File: config.mk
export PLATFORM = sky130hd
export DESIGN_NAME = legacy_memory_map_decoder
export DESIGN_NICKNAME = d
export VERILOG_FILES = /design/src/mem_map_pkg.sv /design/src/legacy_memory_map_decoder.sv
export SDC_FILE = /design/constraint.sdc
export NUM_CORES = 1
export LEC_CHECK = 0
export BUFFER_PORTS_ARGS = -buffer_cell sky130_fd_sc_hd__clkbuf_2
export CORE_ASPECT_RATIO = 0.7
export CORE_MARGIN = 2
export CORE_UTILIZATION = 45
export DETAILED_ROUTE_END_ITERATION = 7
export PLACE_DENSITY_LB_ADDON = 0.15
export SYNTH_ARGS = -nofsm -noshare
export SYNTH_HDL_FRONTEND = slang
export SYNTH_SLANG_ARGS = --single-unit
File: constraint.sdc
create_clock -name clk -period 2.8 [get_ports clk]
set_clock_uncertainty 0.1 [all_clocks]
set_input_delay 0.14 -clock clk [delete_from_list [all_inputs] [get_ports clk]]
set_output_delay 0.14 -clock clk [all_outputs]
set_load 0.01 [all_outputs]
File: src/mem_map_pkg.sv
// Function
// - Low 640 KB always goes to memory
// - Thirteen segments carry read and write enables
// - Frame buffer steered by VGA steering bits
// - Internal targets first, internal graphics wins
// - Bridge or hub chosen by enable, mono
// - SMM processor frame buffer goes to memory
// - Non-SMM processor sees plain video buffer
// - Bridge and hub cycles never reach SMRAM
// - Mono range decoded and steered separately
// - Mono I/O ports follow mono steering
// - Eight expansion segments, direction gated
// - Disabled direction passes downstream, no relocation
// - Four extended BIOS segments, per direction
// - System BIOS disabled both ways at reset
// - Shadowing purely by per-direction attributes
// - 1 MB to top goes to memory
// - Hole 15-16 MB goes downstream when enabled
// - Memory behind hole is not remapped
// - Top of memory to 4 GB is bus space
// - No APIC relocation, top of memory capped at 2 GB
// - Above 4 GB terminated locally, reads zero
package mem_map_pkg;

   typedef enum logic [4:0] {
      TGT_SDRAM = 5'h01,
      TGT_HUB   = 5'h02,
      TGT_BRG   = 5'h04,
      TGT_IGT   = 5'h08,
      TGT_LOCAL = 5'h10
   } target_t;

   typedef enum logic [1:0] {
      ORG_CPU = 2'h0,
      ORG_BRG = 2'h1,
      ORG_HUB = 2'h2
   } origin_t;

   typedef struct packed {
      logic [35:0] addr;
      logic        is_io;
      logic        is_write;
      logic        smm;
      origin_t     origin;
   } cycle_t;

   typedef struct packed {
      target_t target;
      logic    zero_read;
      logic    discard;
   } route_t;

   // Register map over the plain port
   localparam logic [3:0] REG_SEG_RD_EN = 4'h0;
   localparam logic [3:0] REG_SEG_WE   = 4'h1;
   localparam logic [3:0] REG_LEGACY   = 4'h2;
   localparam logic [3:0] REG_TOP_MEM  = 4'h3;
   localparam logic [3:0] REG_STATUS   = 4'h4;

   localparam int NUM_SEG = 13;
   localparam logic [12:0] SEG_RST = 13'h0000;

   // Legacy control bit positions
   localparam int LB_IGT_EN = 0;
   localparam int LB_VGA_EN = 1;
   localparam int LB_MONO_PRES = 2;
   localparam int LB_SMRAM  = 3;
   localparam int LB_HOLE   = 4;
   localparam logic [4:0] LEGACY_RST = 5'h00;

   // Top of memory in 1 MB units, at most 2 GB
   localparam logic [11:0] TOP_MEM_MAX = 12'h800;
   localparam logic [11:0] TOP_MEM_RST = 12'h010;

   localparam logic [35:0] A_DOS_END  = 36'h0000a0000;
   localparam logic [35:0] A_VGA_END  = 36'h0000c0000;
   localparam logic [35:0] A_MONO_LO  = 36'h0000b0000;
   localparam logic [35:0] A_MONO_END = 36'h0000b8000;
   localparam logic [35:0] A_1MB      = 36'h000100000;
   localparam logic [35:0] A_HOLE_LO  = 36'h000f00000;
   localparam logic [35:0] A_HOLE_END = 36'h001000000;
   localparam logic [35:0] A_4GB      = 36'h100000000;
   localparam logic [35:0] A_SEG_BASE = 36'h0000c0000;
   localparam logic [35:0] A_SYSBIOS  = 36'h0000f0000;
   localparam int SEG_SHIFT = 14;

endpackage

File: src/legacy_memory_map_decoder.sv
// Local design decisions: the address map and the address-and-strobe port.
`timescale 1ns/100ps
module legacy_memory_map_decoder
   import mem_map_pkg::*;
(
   // Clock and reset
   input  wire logic        clk,
   input  wire logic        resetn,
   // Register port
   input  wire logic [3:0]  reg_addr,
   input  wire logic [31:0] reg_wdata,
   input  wire logic        reg_wr,
   input  wire logic        reg_rd,
   output logic      [31:0] reg_rdata,
   // Cycle in, route out
   input  wire cycle_t      cyc,
   input  wire logic        cyc_valid,
   output route_t           route_r,
   output logic             route_valid_r
);

   ////////////////////////////////////////////////////////////////////////
   logic [12:0] seg_rd_en_r;
   logic [12:0] seg_we_r;
   logic [4:0]  legacy_r;
   logic [11:0] top_mem_r;
   logic [31:0] rdata_r;
   route_t      route_nxt;
   logic [31:0] hub_count_r;

   // Attributes take effect the cycle after the write
   always_ff @(posedge clk) begin
      if (!resetn) begin
         seg_rd_en_r <= SEG_RST;
         seg_we_r    <= SEG_RST;
         legacy_r    <= LEGACY_RST;
         top_mem_r   <= TOP_MEM_RST;
      end else if (reg_wr) begin
         case (reg_addr)
            REG_SEG_RD_EN: seg_rd_en_r <= reg_wdata[12:0];
            REG_SEG_WE: seg_we_r <= reg_wdata[12:0];
            REG_LEGACY: legacy_r <= reg_wdata[4:0];
            // Clamp keeps the decode within 2 GB
            REG_TOP_MEM: top_mem_r <= (reg_wdata[11:0] > TOP_MEM_MAX) ? TOP_MEM_MAX
                                                                   : reg_wdata[11:0];
            default: ;
         endcase
      end
   end

   always_ff @(posedge clk) begin
      if (!resetn) begin
         hub_count_r <= 32'h0000_0000;
      end else if (cyc_valid && route_nxt.target == TGT_HUB) begin
         hub_count_r <= hub_count_r + 32'h0000_0001;
      end
   end

   always_ff @(posedge clk) begin
      if (!resetn) begin
         rdata_r <= 32'h0000_0000;
      end else if (reg_rd) begin
         case (reg_addr)
            REG_SEG_RD_EN: rdata_r <= {19'h0, seg_rd_en_r};
            REG_SEG_WE: rdata_r <= {19'h0, seg_we_r};
            REG_LEGACY: rdata_r <= {27'h0, legacy_r};
            REG_TOP_MEM: rdata_r <= {20'h0, top_mem_r};
            REG_STATUS: rdata_r <= hub_count_r;
            default:    rdata_r <= 32'h0000_0000;
         endcase
      end else begin
         rdata_r <= 32'h0000_0000;
      end
   end
   assign reg_rdata = rdata_r;

   ////////////////////////////////////////////////////////////////////////
   // Video target choice shared by the VGA and mono paths
   function automatic target_t vga_target(input logic mono, input logic [4:0] lg);
      target_t t;
      t = TGT_HUB;
      if (lg[LB_IGT_EN] && !(mono && lg[LB_MONO_PRES])) begin
         t = TGT_IGT;
      end else if (lg[LB_VGA_EN] && !(mono && lg[LB_MONO_PRES])) begin
         t = TGT_BRG;
      end
      return t;
   endfunction

   logic [35:0] a;
   logic [3:0]  seg_idx;
   logic        in_seg;
   logic        seg_ok;
   logic        mono_io;
   logic        mono_mem;
   logic [35:0] top_mem_addr;
   logic        video_plain;

   always_comb begin
      a        = cyc.addr;
      top_mem_addr = {4'h0, top_mem_r, 20'h00000};
      in_seg   = (a >= A_SEG_BASE) && (a < A_1MB);
      seg_idx  = 4'h0;
      if (in_seg) begin
         seg_idx = (a >= A_SYSBIOS) ? 4'hc : 4'((a - A_SEG_BASE) >> SEG_SHIFT);
      end
      seg_ok   = cyc.is_write ? seg_we_r[seg_idx] : seg_rd_en_r[seg_idx];
      mono_mem = (a >= A_MONO_LO) && (a < A_MONO_END);
      // Video range cycle that is not an SMM processor access to SMRAM
      video_plain = (a >= A_DOS_END) && (a < A_VGA_END) &&
                    !(legacy_r[LB_SMRAM] && cyc.smm && cyc.origin == ORG_CPU);
      mono_io  = (a[15:0] == 16'h03b4) || (a[15:0] == 16'h03b5) ||
                 (a[15:0] == 16'h03b8) || (a[15:0] == 16'h03b9) ||
                 (a[15:0] == 16'h03ba) || (a[15:0] == 16'h03bf);
      route_nxt = '{target: TGT_HUB, zero_read: 1'b0, discard: 1'b0};
      if (cyc.is_io) begin
         if (mono_io) begin
            route_nxt.target = vga_target(1'b1, legacy_r);
         end
      end else if (a >= A_4GB) begin
         route_nxt.target    = TGT_LOCAL;
         route_nxt.zero_read = !cyc.is_write;
         route_nxt.discard   = cyc.is_write;
      end else if (a < A_DOS_END) begin
         route_nxt.target = TGT_SDRAM;
      end else if (a < A_VGA_END) begin
         if (legacy_r[LB_SMRAM] && cyc.smm && cyc.origin == ORG_CPU) begin
            route_nxt.target = TGT_SDRAM;
         end else begin
            route_nxt.target = vga_target(mono_mem, legacy_r);
         end
      end else if (in_seg) begin
         if (seg_ok) begin
            route_nxt.target = TGT_SDRAM;
         end else begin
            route_nxt.target = TGT_HUB;
         end
      end else if (legacy_r[LB_HOLE] && a >= A_HOLE_LO && a < A_HOLE_END) begin
         route_nxt.target = TGT_HUB;
      end else if (a < top_mem_addr) begin
         route_nxt.target = TGT_SDRAM;
      end else begin
         route_nxt.target = TGT_HUB;
      end
   end

   always_ff @(posedge clk) begin
      if (!resetn) begin
         route_r       <= '{target: TGT_HUB, zero_read: 1'b0, discard: 1'b0};
         route_valid_r <= 1'b0;
      end else begin
         route_r       <= route_nxt;
         route_valid_r <= cyc_valid;
      end
   end
endmodule

# After elaboration in Yosys (flattened, before gate mapping)
# Index checks and enable logic that the tools add are counted.
# totals
elab_cells	89
out_inout_bits	40
reg_bits	115
# op_classes
bitwise	2
n_addsub	2
n_eq_ne	11
muxes	23
order_cmp	13
n_reduce_logical	28
# ops
cell	count
case mux 32 bit (5 select lines)	1
greater-or-equal comparator 36 x 20 -> 1 bit, second input constant	3
less-than comparator 36 x 20 -> 1 bit, second input constant	3
equality test 16 x 10 -> 1 bit, second input constant	6
greater-or-equal comparator 36 x 24 -> 1 bit, second input constant	1
greater-or-equal comparator 36 x 33 -> 1 bit, second input constant	1
less-than comparator 36 x 21 -> 1 bit, second input constant	1
less-than comparator 36 x 25 -> 1 bit, second input constant	1
less-than comparator 36 x 32 -> 1 bit	1
adder 32 x 1 -> 32 bit, second input constant	1
two-way mux 5 bit	6
two-way mux 4 bit	6
subtractor 18 x 1 -> 18 bit, second input constant	1
> comparator 12 bit, second input constant	1
logical AND 1 bit	12
two-way mux 12 bit	1
AND reduction 2 bit	5
binary-select mux 1 bit (select 4 bit)	2
equality test 4 x 2 -> 1 bit, second input constant	2
two-way mux 3 bit	2
equality test 5 x 2 -> 1 bit, second input constant	1
logical OR 1 bit	5
less-than comparator 4 x 5 -> 1 bit, second input constant	1
equality test 4 x 1 -> 1 bit, second input constant	1
other kinds (8)	14

# Depth between registers and ports, before layout
# Gate-level depths: netlist of run 1.
# logic_depth
ltp_word	14
ltp_mapped	12
depth_no_buf	10

# Least setup slack after synthesis of run 1
# OpenSTA, ideal clock, no wires.
# synth_timing
kind	register -> register
start	register top_mem_r[6]
end	register hub_count_r[5]
required_time_ns	2.571
t_arrival_ns	2.334
n_path_buf	2
setup_ns	0.129
stages_incl_launch_ff	13
path_slack_ns	0.237
synth_period_minus_slack_ns	2.563
cell_sequence	dfxtp_1 inv_1 ha_1 and3_1 a221o_1 a31oi_1 o211ai_1 and4_4 nor4bb_4 buf_6 buf_6 nor4_1 mux2i_1
# synth_between
elab_chain_len	10
# synth_lines
item	line	text
start, declared	legacy_memory_map_decoder.sv:26	logic [11:0] top_mem_r;
start signal, assigned	legacy_memory_map_decoder.sv:44	REG_TOP_MEM: top_mem_r <= (reg_wdata[11:0] > TOP_MEM_MAX) ? TOP_MEM_MAX
less-than comparator 36 x 32 -> 1 bit	legacy_memory_map_decoder.sv:140	end else if (a < top_mem_addr) begin
two-way mux 2 bit	legacy_memory_map_decoder.sv:140	
two-way mux 5 bit	legacy_memory_map_decoder.sv:138	end else if (legacy_r[LB_HOLE] && a >= A_HOLE_LO && a < A_HOLE_END) begin
two-way mux 5 bit	legacy_memory_map_decoder.sv:132	end else if (in_seg) begin
two-way mux 5 bit	legacy_memory_map_decoder.sv:126	end else if (a < A_VGA_END) begin
two-way mux 5 bit	legacy_memory_map_decoder.sv:124	end else if (a < A_DOS_END) begin
two-way mux 5 bit	legacy_memory_map_decoder.sv:120	end else if (a >= A_4GB) begin
two-way mux 5 bit	legacy_memory_map_decoder.sv:116	if (cyc.is_io) begin
equality test 5 x 2 -> 1 bit	legacy_memory_map_decoder.sv:54	end else if (cyc_valid && route_nxt.target == TGT_HUB) begin
logical AND 1 bit	legacy_memory_map_decoder.sv:54	
end signal, assigned	legacy_memory_map_decoder.sv:55	hub_count_r <= hub_count_r + 32'h0000_0001;
end, declared	legacy_memory_map_decoder.sv:29	logic [31:0] hub_count_r;
# Every way passes these cells.
# A chain may end at the register's enable or synchronous reset.

# Final worst setup path of run 1
# layout_timing
start	register seg_rd_en_r[7]
end	register hub_count_r[9]
# layout_between
elab_chain_len	11
# layout_lines
item	line	text
start, declared	legacy_memory_map_decoder.sv:23	logic [12:0] seg_rd_en_r;
start signal, assigned	legacy_memory_map_decoder.sv:40	REG_SEG_RD_EN: seg_rd_en_r <= reg_wdata[12:0];
binary-select mux 1 bit (select 4 bit)	legacy_memory_map_decoder.sv:107	seg_ok = cyc.is_write ? seg_we_r[seg_idx] : seg_rd_en_r[seg_idx];
two-way mux 1 bit (implied by the code)	legacy_memory_map_decoder.sv:107	
two-way mux 1 bit	legacy_memory_map_decoder.sv:107	
two-way mux 2 bit	legacy_memory_map_decoder.sv:133	if (seg_ok) begin
two-way mux 5 bit	legacy_memory_map_decoder.sv:132	
two-way mux 5 bit	legacy_memory_map_decoder.sv:126	
two-way mux 5 bit	legacy_memory_map_decoder.sv:124	
two-way mux 5 bit	legacy_memory_map_decoder.sv:120	
two-way mux 5 bit	legacy_memory_map_decoder.sv:116	
equality test 5 x 2 -> 1 bit	legacy_memory_map_decoder.sv:54	
logical AND 1 bit	legacy_memory_map_decoder.sv:54	
# Every way passes these cells. The select of a mux whose other input is x is not followed.

==> key figures, run 1 <==
Run status
  • Status: finished clean

Cells and area
  • Commonest non-fill, non-tap cell in the layout: nand2_1
  • Cell area after layout: 7475 um^2
  • Ant diodes: 0
  • Syn-to-layout area delta: 31.38%
  • Nets: 887
  • Commonest non-fill, non-tap cells in the layout: nand2_1 (125), dfxtp_1 (107), clkbuf_2 (102), a21boi_0 (33), buf_4 (33)
  • Layout cell share with drive strength beyond 1: 0.2816

Drt
  • Detailed-route via count: 5524
  • Met3 wire length: 1.474 mm
  • Remaining DRCs: 0
  • WL met1: 8.867 mm
  • Vias/cell: 5.707
  • Post-DR wirelength/cell: 18.48 um
  • Post-Route WL: 17.89 mm
  • Uppermost layer routed: met4
  • DRT Pass-1 Iters: 5
  • ANT nets after route: 0
  • First DRT Iteration DRCs: 503
  • Wire length on met2: 7.330 mm

Setup path
  • CP max FO: 5
  • CP arrival: 3040 ps
  • Setup CP Type: reg2reg
  • Required time worst endpoint: 3060 ps
  • Critical Path Source Type: flip-flop
  • Worst Reg-to-Reg Cells: 11
  • Flop2flop setup slack: 20 ps
  • CP endpoint kind: flip-flop
  • Worst r2r dst: hub_count_r[9]
  • Reg2reg start: seg_rd_en_r[7]

Logic synthesis
  • Warnings from Yosys: 0
  • Post-synthesis compound-gate area fraction: 0.1627
  • Post-Syn Nets: 752
  • Area leader, netlist: dfxtp_1
  • #FFs+latches synth: 115
  • Post-synthesis xor/xnor area fraction: 0.001539
  • Largest family of logic cells by synthesized area: simple AND/OR/NAND/NOR gates
  • Simple-Gate Fraction of Synth Area: 0.3088
  • Post-synthesis sequential area ratio: 0.4047
  • Post-synthesis mux area share: 0.05322
  • Post-synth ARST share: 0
  • Synth unique cells: 59
  • Post-Syn Area: 5689 um^2
  • Top cell type's share of synthesized area: 0.4047
  • Top cells by area, synth: dfxtp_1 (40%), nand2_1 (8.2%), mux2i_1 (4.9%)
  • Syn Inst Count: 658
  • EDFF count, synth: 0
  • Syn_area_per_cell: 8.646 um^2
  • Prevailing post-synth register cell: dfxtp_1
  • Area share of fa/ha/maj cells after synthesis: 0.02639

Clock tree
  • Clock buffer depth: 2
  • H-Tree Depth: 4
  • CTS tree: yes
  • Clk_lat worst skew: 420 ps
  • Reg clk slew, reported paths: 60 ps
  • CTS Buf Count: 17
  • Root buffer cell: clkbuf_16
  • Clock Sinks: 115

Hold path
  • Classification of the worst-slack hold path: in2reg
  • WHS Endpoint: top_mem_r[11]
  • Hold depth: 3
  • Hold path startpoint: reg_wr

Die
  • Area of the die: 13570 um^2
  • Std-Cell Rows: 34
  • DIE HEIGHT: 98.08 um
  • Initial core utilization: 0.4596
  • Core ar.: 12380 um^2
  • Die X: 138.4 um
  • Io pins: 122

Global route
  • Largest net degree at the start of global routing: 49
  • GRT Overall Usage: 0.2572
  • Vias in the first global route: 5082
  • First-pass GRT wire length: 27.25 mm
  • Grt ovf: 0
  • Antenna violations before repair: 0

Place
  • Dpl hpwl: 12.85 mm
  • Post-DP Area: 6482 um^2
  • GPL Wtd Cong: 0.9308
  • Input/output buffers: 102

STA
  • Slew Limit Fails: 0
  • Crit share post-route: 0.9941
  • Post-route minimum period: 2783 ps
  • Final Hold Fails: 0
  • Setup-failing EPs final: 0
  • Unrepaired setup endpoints after global routing: yes
  • Slew headroom: 0.09696
  • Fmax: 359.3 MHz
  • Pin slew with the least headroom to its limit: 1349 ps
  • Setup tns final: 0 ps

Power and ir drop
  • Worst-case vdd ir drop: 0.4205 mV
  • Leakage Power: 2.775 nW
  • Power per standard cell area: 540.1 nW/um^2
  • Total Power: 4.037 mW

Flow run
  • MaxCap Viol Count: 0
critical path, stage by stage (launching register included):
cell and delay [ps]:
dfxtp_1 320, or2_2 290, mux4_2 460, nor2b_1 160
a211o_1 120, and4_4 250, nor4bb_4 50, buf_6 140
buf_6 120, buf_6 130, or4b_1 510, nand2_1 70
state kept, by name (all words and copies together) (netlist names):
register / count
legacy_r: 5
seg_rd_en_r: 13
hub_count_r: 32
top_mem_r: 12
seg_we_r: 13
reg_rdata: 32
route_r: 7
route_valid_r: 1
synth_stat cells, drive strengths merged, types with 10 or more instances:
cell type  number
and2           26
a22oi          19
dfxtp         115
ha             12
a21oi          15
nand2         125
clkbuf         33
nand3          20
inv            13
a31oi          11
nand4          11
nor3           11
nor4           22
nor2           12
nor2b          15
buf            10
and3           12
nand2b         29
mux2i          28
a21boi         35
o21ai          10
power by group:
part           total (mW)  switching, mW  internal (mW)  leakage [nW]
clock                2.10          0.860           1.24         0.268
combinational       0.275          0.157          0.118          1.58
sequential           1.66         0.0128           1.65         0.931
final cells by class:
| type | count | area [um^2] |
|---|---|---|
| clock buffer | 17 | 425.4 |
| timing repair buffer | 159 | 1042 |
| tap | 162 | 202.7 |
| sequential | 115 | 2312 |
| multi-input combinational | 487 | 3299 |
| fill | 1097 | 4905 |
| inverter | 13 | 48.80 |
| clock inverter | 15 | 143.9 |
timing repair:
| action | 4_1_cts | 5_1_grt |
|---|---|---|
| cloned | 3 | 1 |
| pin swaps | 5 | 11 |
| hold endpoints to repair | 38 | 0 |
| setup buffers | 3 | 4 |
| gates resized for setup | 9 | 28 |
| hold buffers | 16 | 0 |
| setup endpoints to repair | 32 | 32 |
kinds of logic (layout without fill, tap and decap cells):
kind of cell / after synthesis / in the layout
AOI/OAI and AO/OA: 127 / 127
xor gates and xnor gates: 1 / 1
adders and majority gates: 12 / 12
buffers and inverters: 56 / 204
DFF: 115 / 115
muxes: 29 / 29
and+or+nand+nor: 318 / 318
layer usage:
metal / up-vias / global-route usage
met5: - / 0
met4: 0 / 0.07457
met3: 22 / 0.06376
met2: 237 / 0.3610
met1: 2612 / 0.3880
li1: 2653 / -
metrics by stage:
step	hold slack [ps]	worst slack, ps	utilization	instances
finish	58.68	16.56	0.6038	968
global route	76.80	-76.53	0.6038	968
CTS	45.46	1.140	0.5911	964
global placement	293.7	6.982	0.5237	910
floorplan	111.6	236.6	-	658
detailed placement	288.1	-64.73	0.5237	910
worst max path at each step:
| stage | startpoint | to | slack [ps] |
|---|---|---|---|
| after floorplan | top_mem_r[6] | hub_count_r[5] | 240 |
| after global placement | cyc[31] | hub_count_r[5] | 7 |
| after detailed placement | top_mem_r[5] | hub_count_r[5] | -60 |
| after CTS | top_mem_r[4] | hub_count_r[6] | 1 |
| after global routing | top_mem_r[5] | hub_count_r[9] | -80 |
| final | seg_rd_en_r[7] | hub_count_r[9] | 20 |
(Power assumes the default switching activity.)
==> inputs of run 2 (changes only) <==
- clock period: 2.8 -> 3.1 ns (I/O delays scaled with it)
==> run 2 against run 1 <==
Compared with the run above: register-to-register slack better by 96 ps; sequential power down 9.6%; sequential share of layout area rose by 1.6 points; final area fell by 5.4%; largest cell class unchanged; largest power group unchanged.
==> key figures, run 2 (same netlist as run 1, synthesis figures left out) <==
Drt
  • ANT nets after route: 0
  • Post-Route WL: 16.85 mm
  • Detailed-route via count: 5371
  • DRT Pass-1 Iters: 5
  • First DRT Iteration DRCs: 622
  • Post-DR wirelength/cell: 17.96 um
  • Vias/cell: 5.726
  • Remaining DRCs: 0

Setup path
  • Reg2reg start: top_mem_r[6]
  • CP endpoint kind: flip-flop
  • Worst r2r dst: hub_count_r[19]
  • Worst Reg-to-Reg Cells: 11
  • Critical Path Source Type: flip-flop
  • Required time worst endpoint: 3340 ps
  • Flop2flop setup slack: 110 ps
  • CP max FO: 38
  • Setup CP Type: reg2reg
  • CP arrival: 3230 ps

Global route
  • Largest net degree at the start of global routing: 65
  • First-pass GRT wire length: 26.64 mm
  • Vias in the first global route: 5024
  • Met2 usage: 0.3576
  • Met1 usage: 0.3647
  • Antenna violations before repair: 0
  • GRT Overall Usage: 0.2517
  • Grt ovf: 0
  • Met3 usage: 0.08632
  • GR peak layer: met1

Clock tree
  • Clk_lat worst skew: 410 ps
  • Clock Sinks: 115
  • Reg clk slew, reported paths: 50 ps
  • Clock buffer depth: 2
  • H-Tree Depth: 4
  • Postcts setup bufs: 0
  • CTS Buf Count: 17
  • Root buffer cell: clkbuf_16
  • Post_cts resized: 0
  • CTS tree: yes

Cells and area
  • Nets: 857
  • Cell area after layout: 7068 um^2
  • Layout cell share with drive strength beyond 1: 0.2139
  • Syn-to-layout area delta: 24.24%
  • Commonest non-fill, non-tap cell in the layout: nand2_1
  • # fillers: 1085
  • Ant diodes: 0
  • Commonest non-fill, non-tap cells in the layout: nand2_1 (125), dfxtp_1 (115), clkbuf_2 (102), a21boi_0 (33), nand2b_1 (29)

STA
  • Fmax: 334.8 MHz
  • Setup-failing EPs final: 0
  • Unrepaired setup endpoints after global routing: no
  • Post-route minimum period: 2987 ps
  • Crit share post-route: 0.9636
  • Setup tns final: 0 ps
  • Pin slew with the least headroom to its limit: 1355 ps
  • Final Hold Fails: 0
  • Slew headroom: 0.09298
  • Slew Limit Fails: 0

Power and ir drop
  • Flop pwr share: 0.413
  • Switch Pwr: 0.8519 mW
  • Worst-case vdd ir drop: 0.4350 mV
  • Power per standard cell area: 514.4 nW/um^2
  • Leakage Power: 2.598 nW
  • Switching fraction of total power: 0.2343
  • Combinational fraction of design power: 0.064
  • Int Pwr: 2.784 mW
  • Clk network pwr share: 0.522

Flow run
  • MaxCap Viol Count: 0

Run status
  • Status: finished clean

Place
  • GPL Wtd Cong: 0.9300
  • Post-DP Area: 6340 um^2
  • Dpl hpwl: 12.31 mm
  • Input/output buffers: 102

Hold path
  • WHS Endpoint: seg_rd_en_r[11]
  • Hold path startpoint: reg_wdata[11]
  • Hold depth: 3
  • Classification of the worst-slack hold path: in2reg

Die
  • Area of the die: 13570 um^2
  • Initial core utilization: 0.4596
  • Core ar.: 12380 um^2
  • Std-Cell Rows: 34
  • Io pins: 122
  • Die X: 138.4 um
  • DIE HEIGHT: 98.08 um
## run 2: worst max-delay path by stage
stage | from | end | slack (ps)
6_report | top_mem_r[6] | hub_count_r[19] | 110
5_1_grt | top_mem_r[2] | hub_count_r[24] | 10
4_1_cts | top_mem_r[6] | hub_count_r[7] | 180
3_5_place_dp | top_mem_r[6] | hub_count_r[6] | 210
3_3_place_gp | top_mem_r[6] | hub_count_r[31] | 260
2_1_floorplan | top_mem_r[6] | hub_count_r[5] | 540
## run 2: power groups by stage
stage          sequential, mW  clock (mW)  combinational (mW)
2_1_floorplan            1.53           0               0.110
3_3_place_gp             1.53           0               0.207
3_5_place_dp             1.53           0               0.213
4_1_cts                  1.50        1.93               0.230
5_1_grt                  1.50        2.01               0.255
6_report                 1.50        1.90               0.234
## run 2: area by class of cell
class | count | area (um^2) | share of cell area
well taps | 162 | 202.7 | 0.02868
inverters | 13 | 48.80 | 0.006904
clock inverters | 13 | 135.1 | 0.01912
multi-input cells | 487 | 3161 | 0.4472
clock buffers | 19 | 442.9 | 0.06267
flip-flops and latches | 115 | 2302 | 0.3257
repair buffers | 129 | 775.7 | 0.1098
## run 2: timing repair
item | 4_1_cts | 5_1_grt
endpoints found under the setup margin | 0 | 0
hold endpoints to repair | 33 | 0
hold buffers | 15 | 0
## run 2: critical path: stages (launching register included)
cell	delay, ps
dfxtp_1	360
inv_1	70
ha_1	290
and3_1	180
a221o_1	150
a31oi_1	40
o211ai_1	410
nand3_1	200
nor4bb_4	220
buf_12	200
nor4_1	430
mux2i_1	230
## run 2: layer usage
metal  routed length (um)  share of wire
met5                    0              0
met4                  208          0.012
met3                 1644          0.098
met2                 7002           0.42
met1                 7994           0.47
## run 2: through the flow
stage               power, mW  worst slack [ps]  std cells  hold slack (ps)  utilization
finish                  3.636             113.0        938            42.02       0.5710
global route            3.764             12.46        938            53.62       0.5710
CTS                     3.662             182.3        938            26.38       0.5710
detailed placement      1.747             207.1        891            303.6       0.5121
global placement        1.740             262.4        891            304.4       0.5121
floorplan               1.641             536.6        658            126.6            -
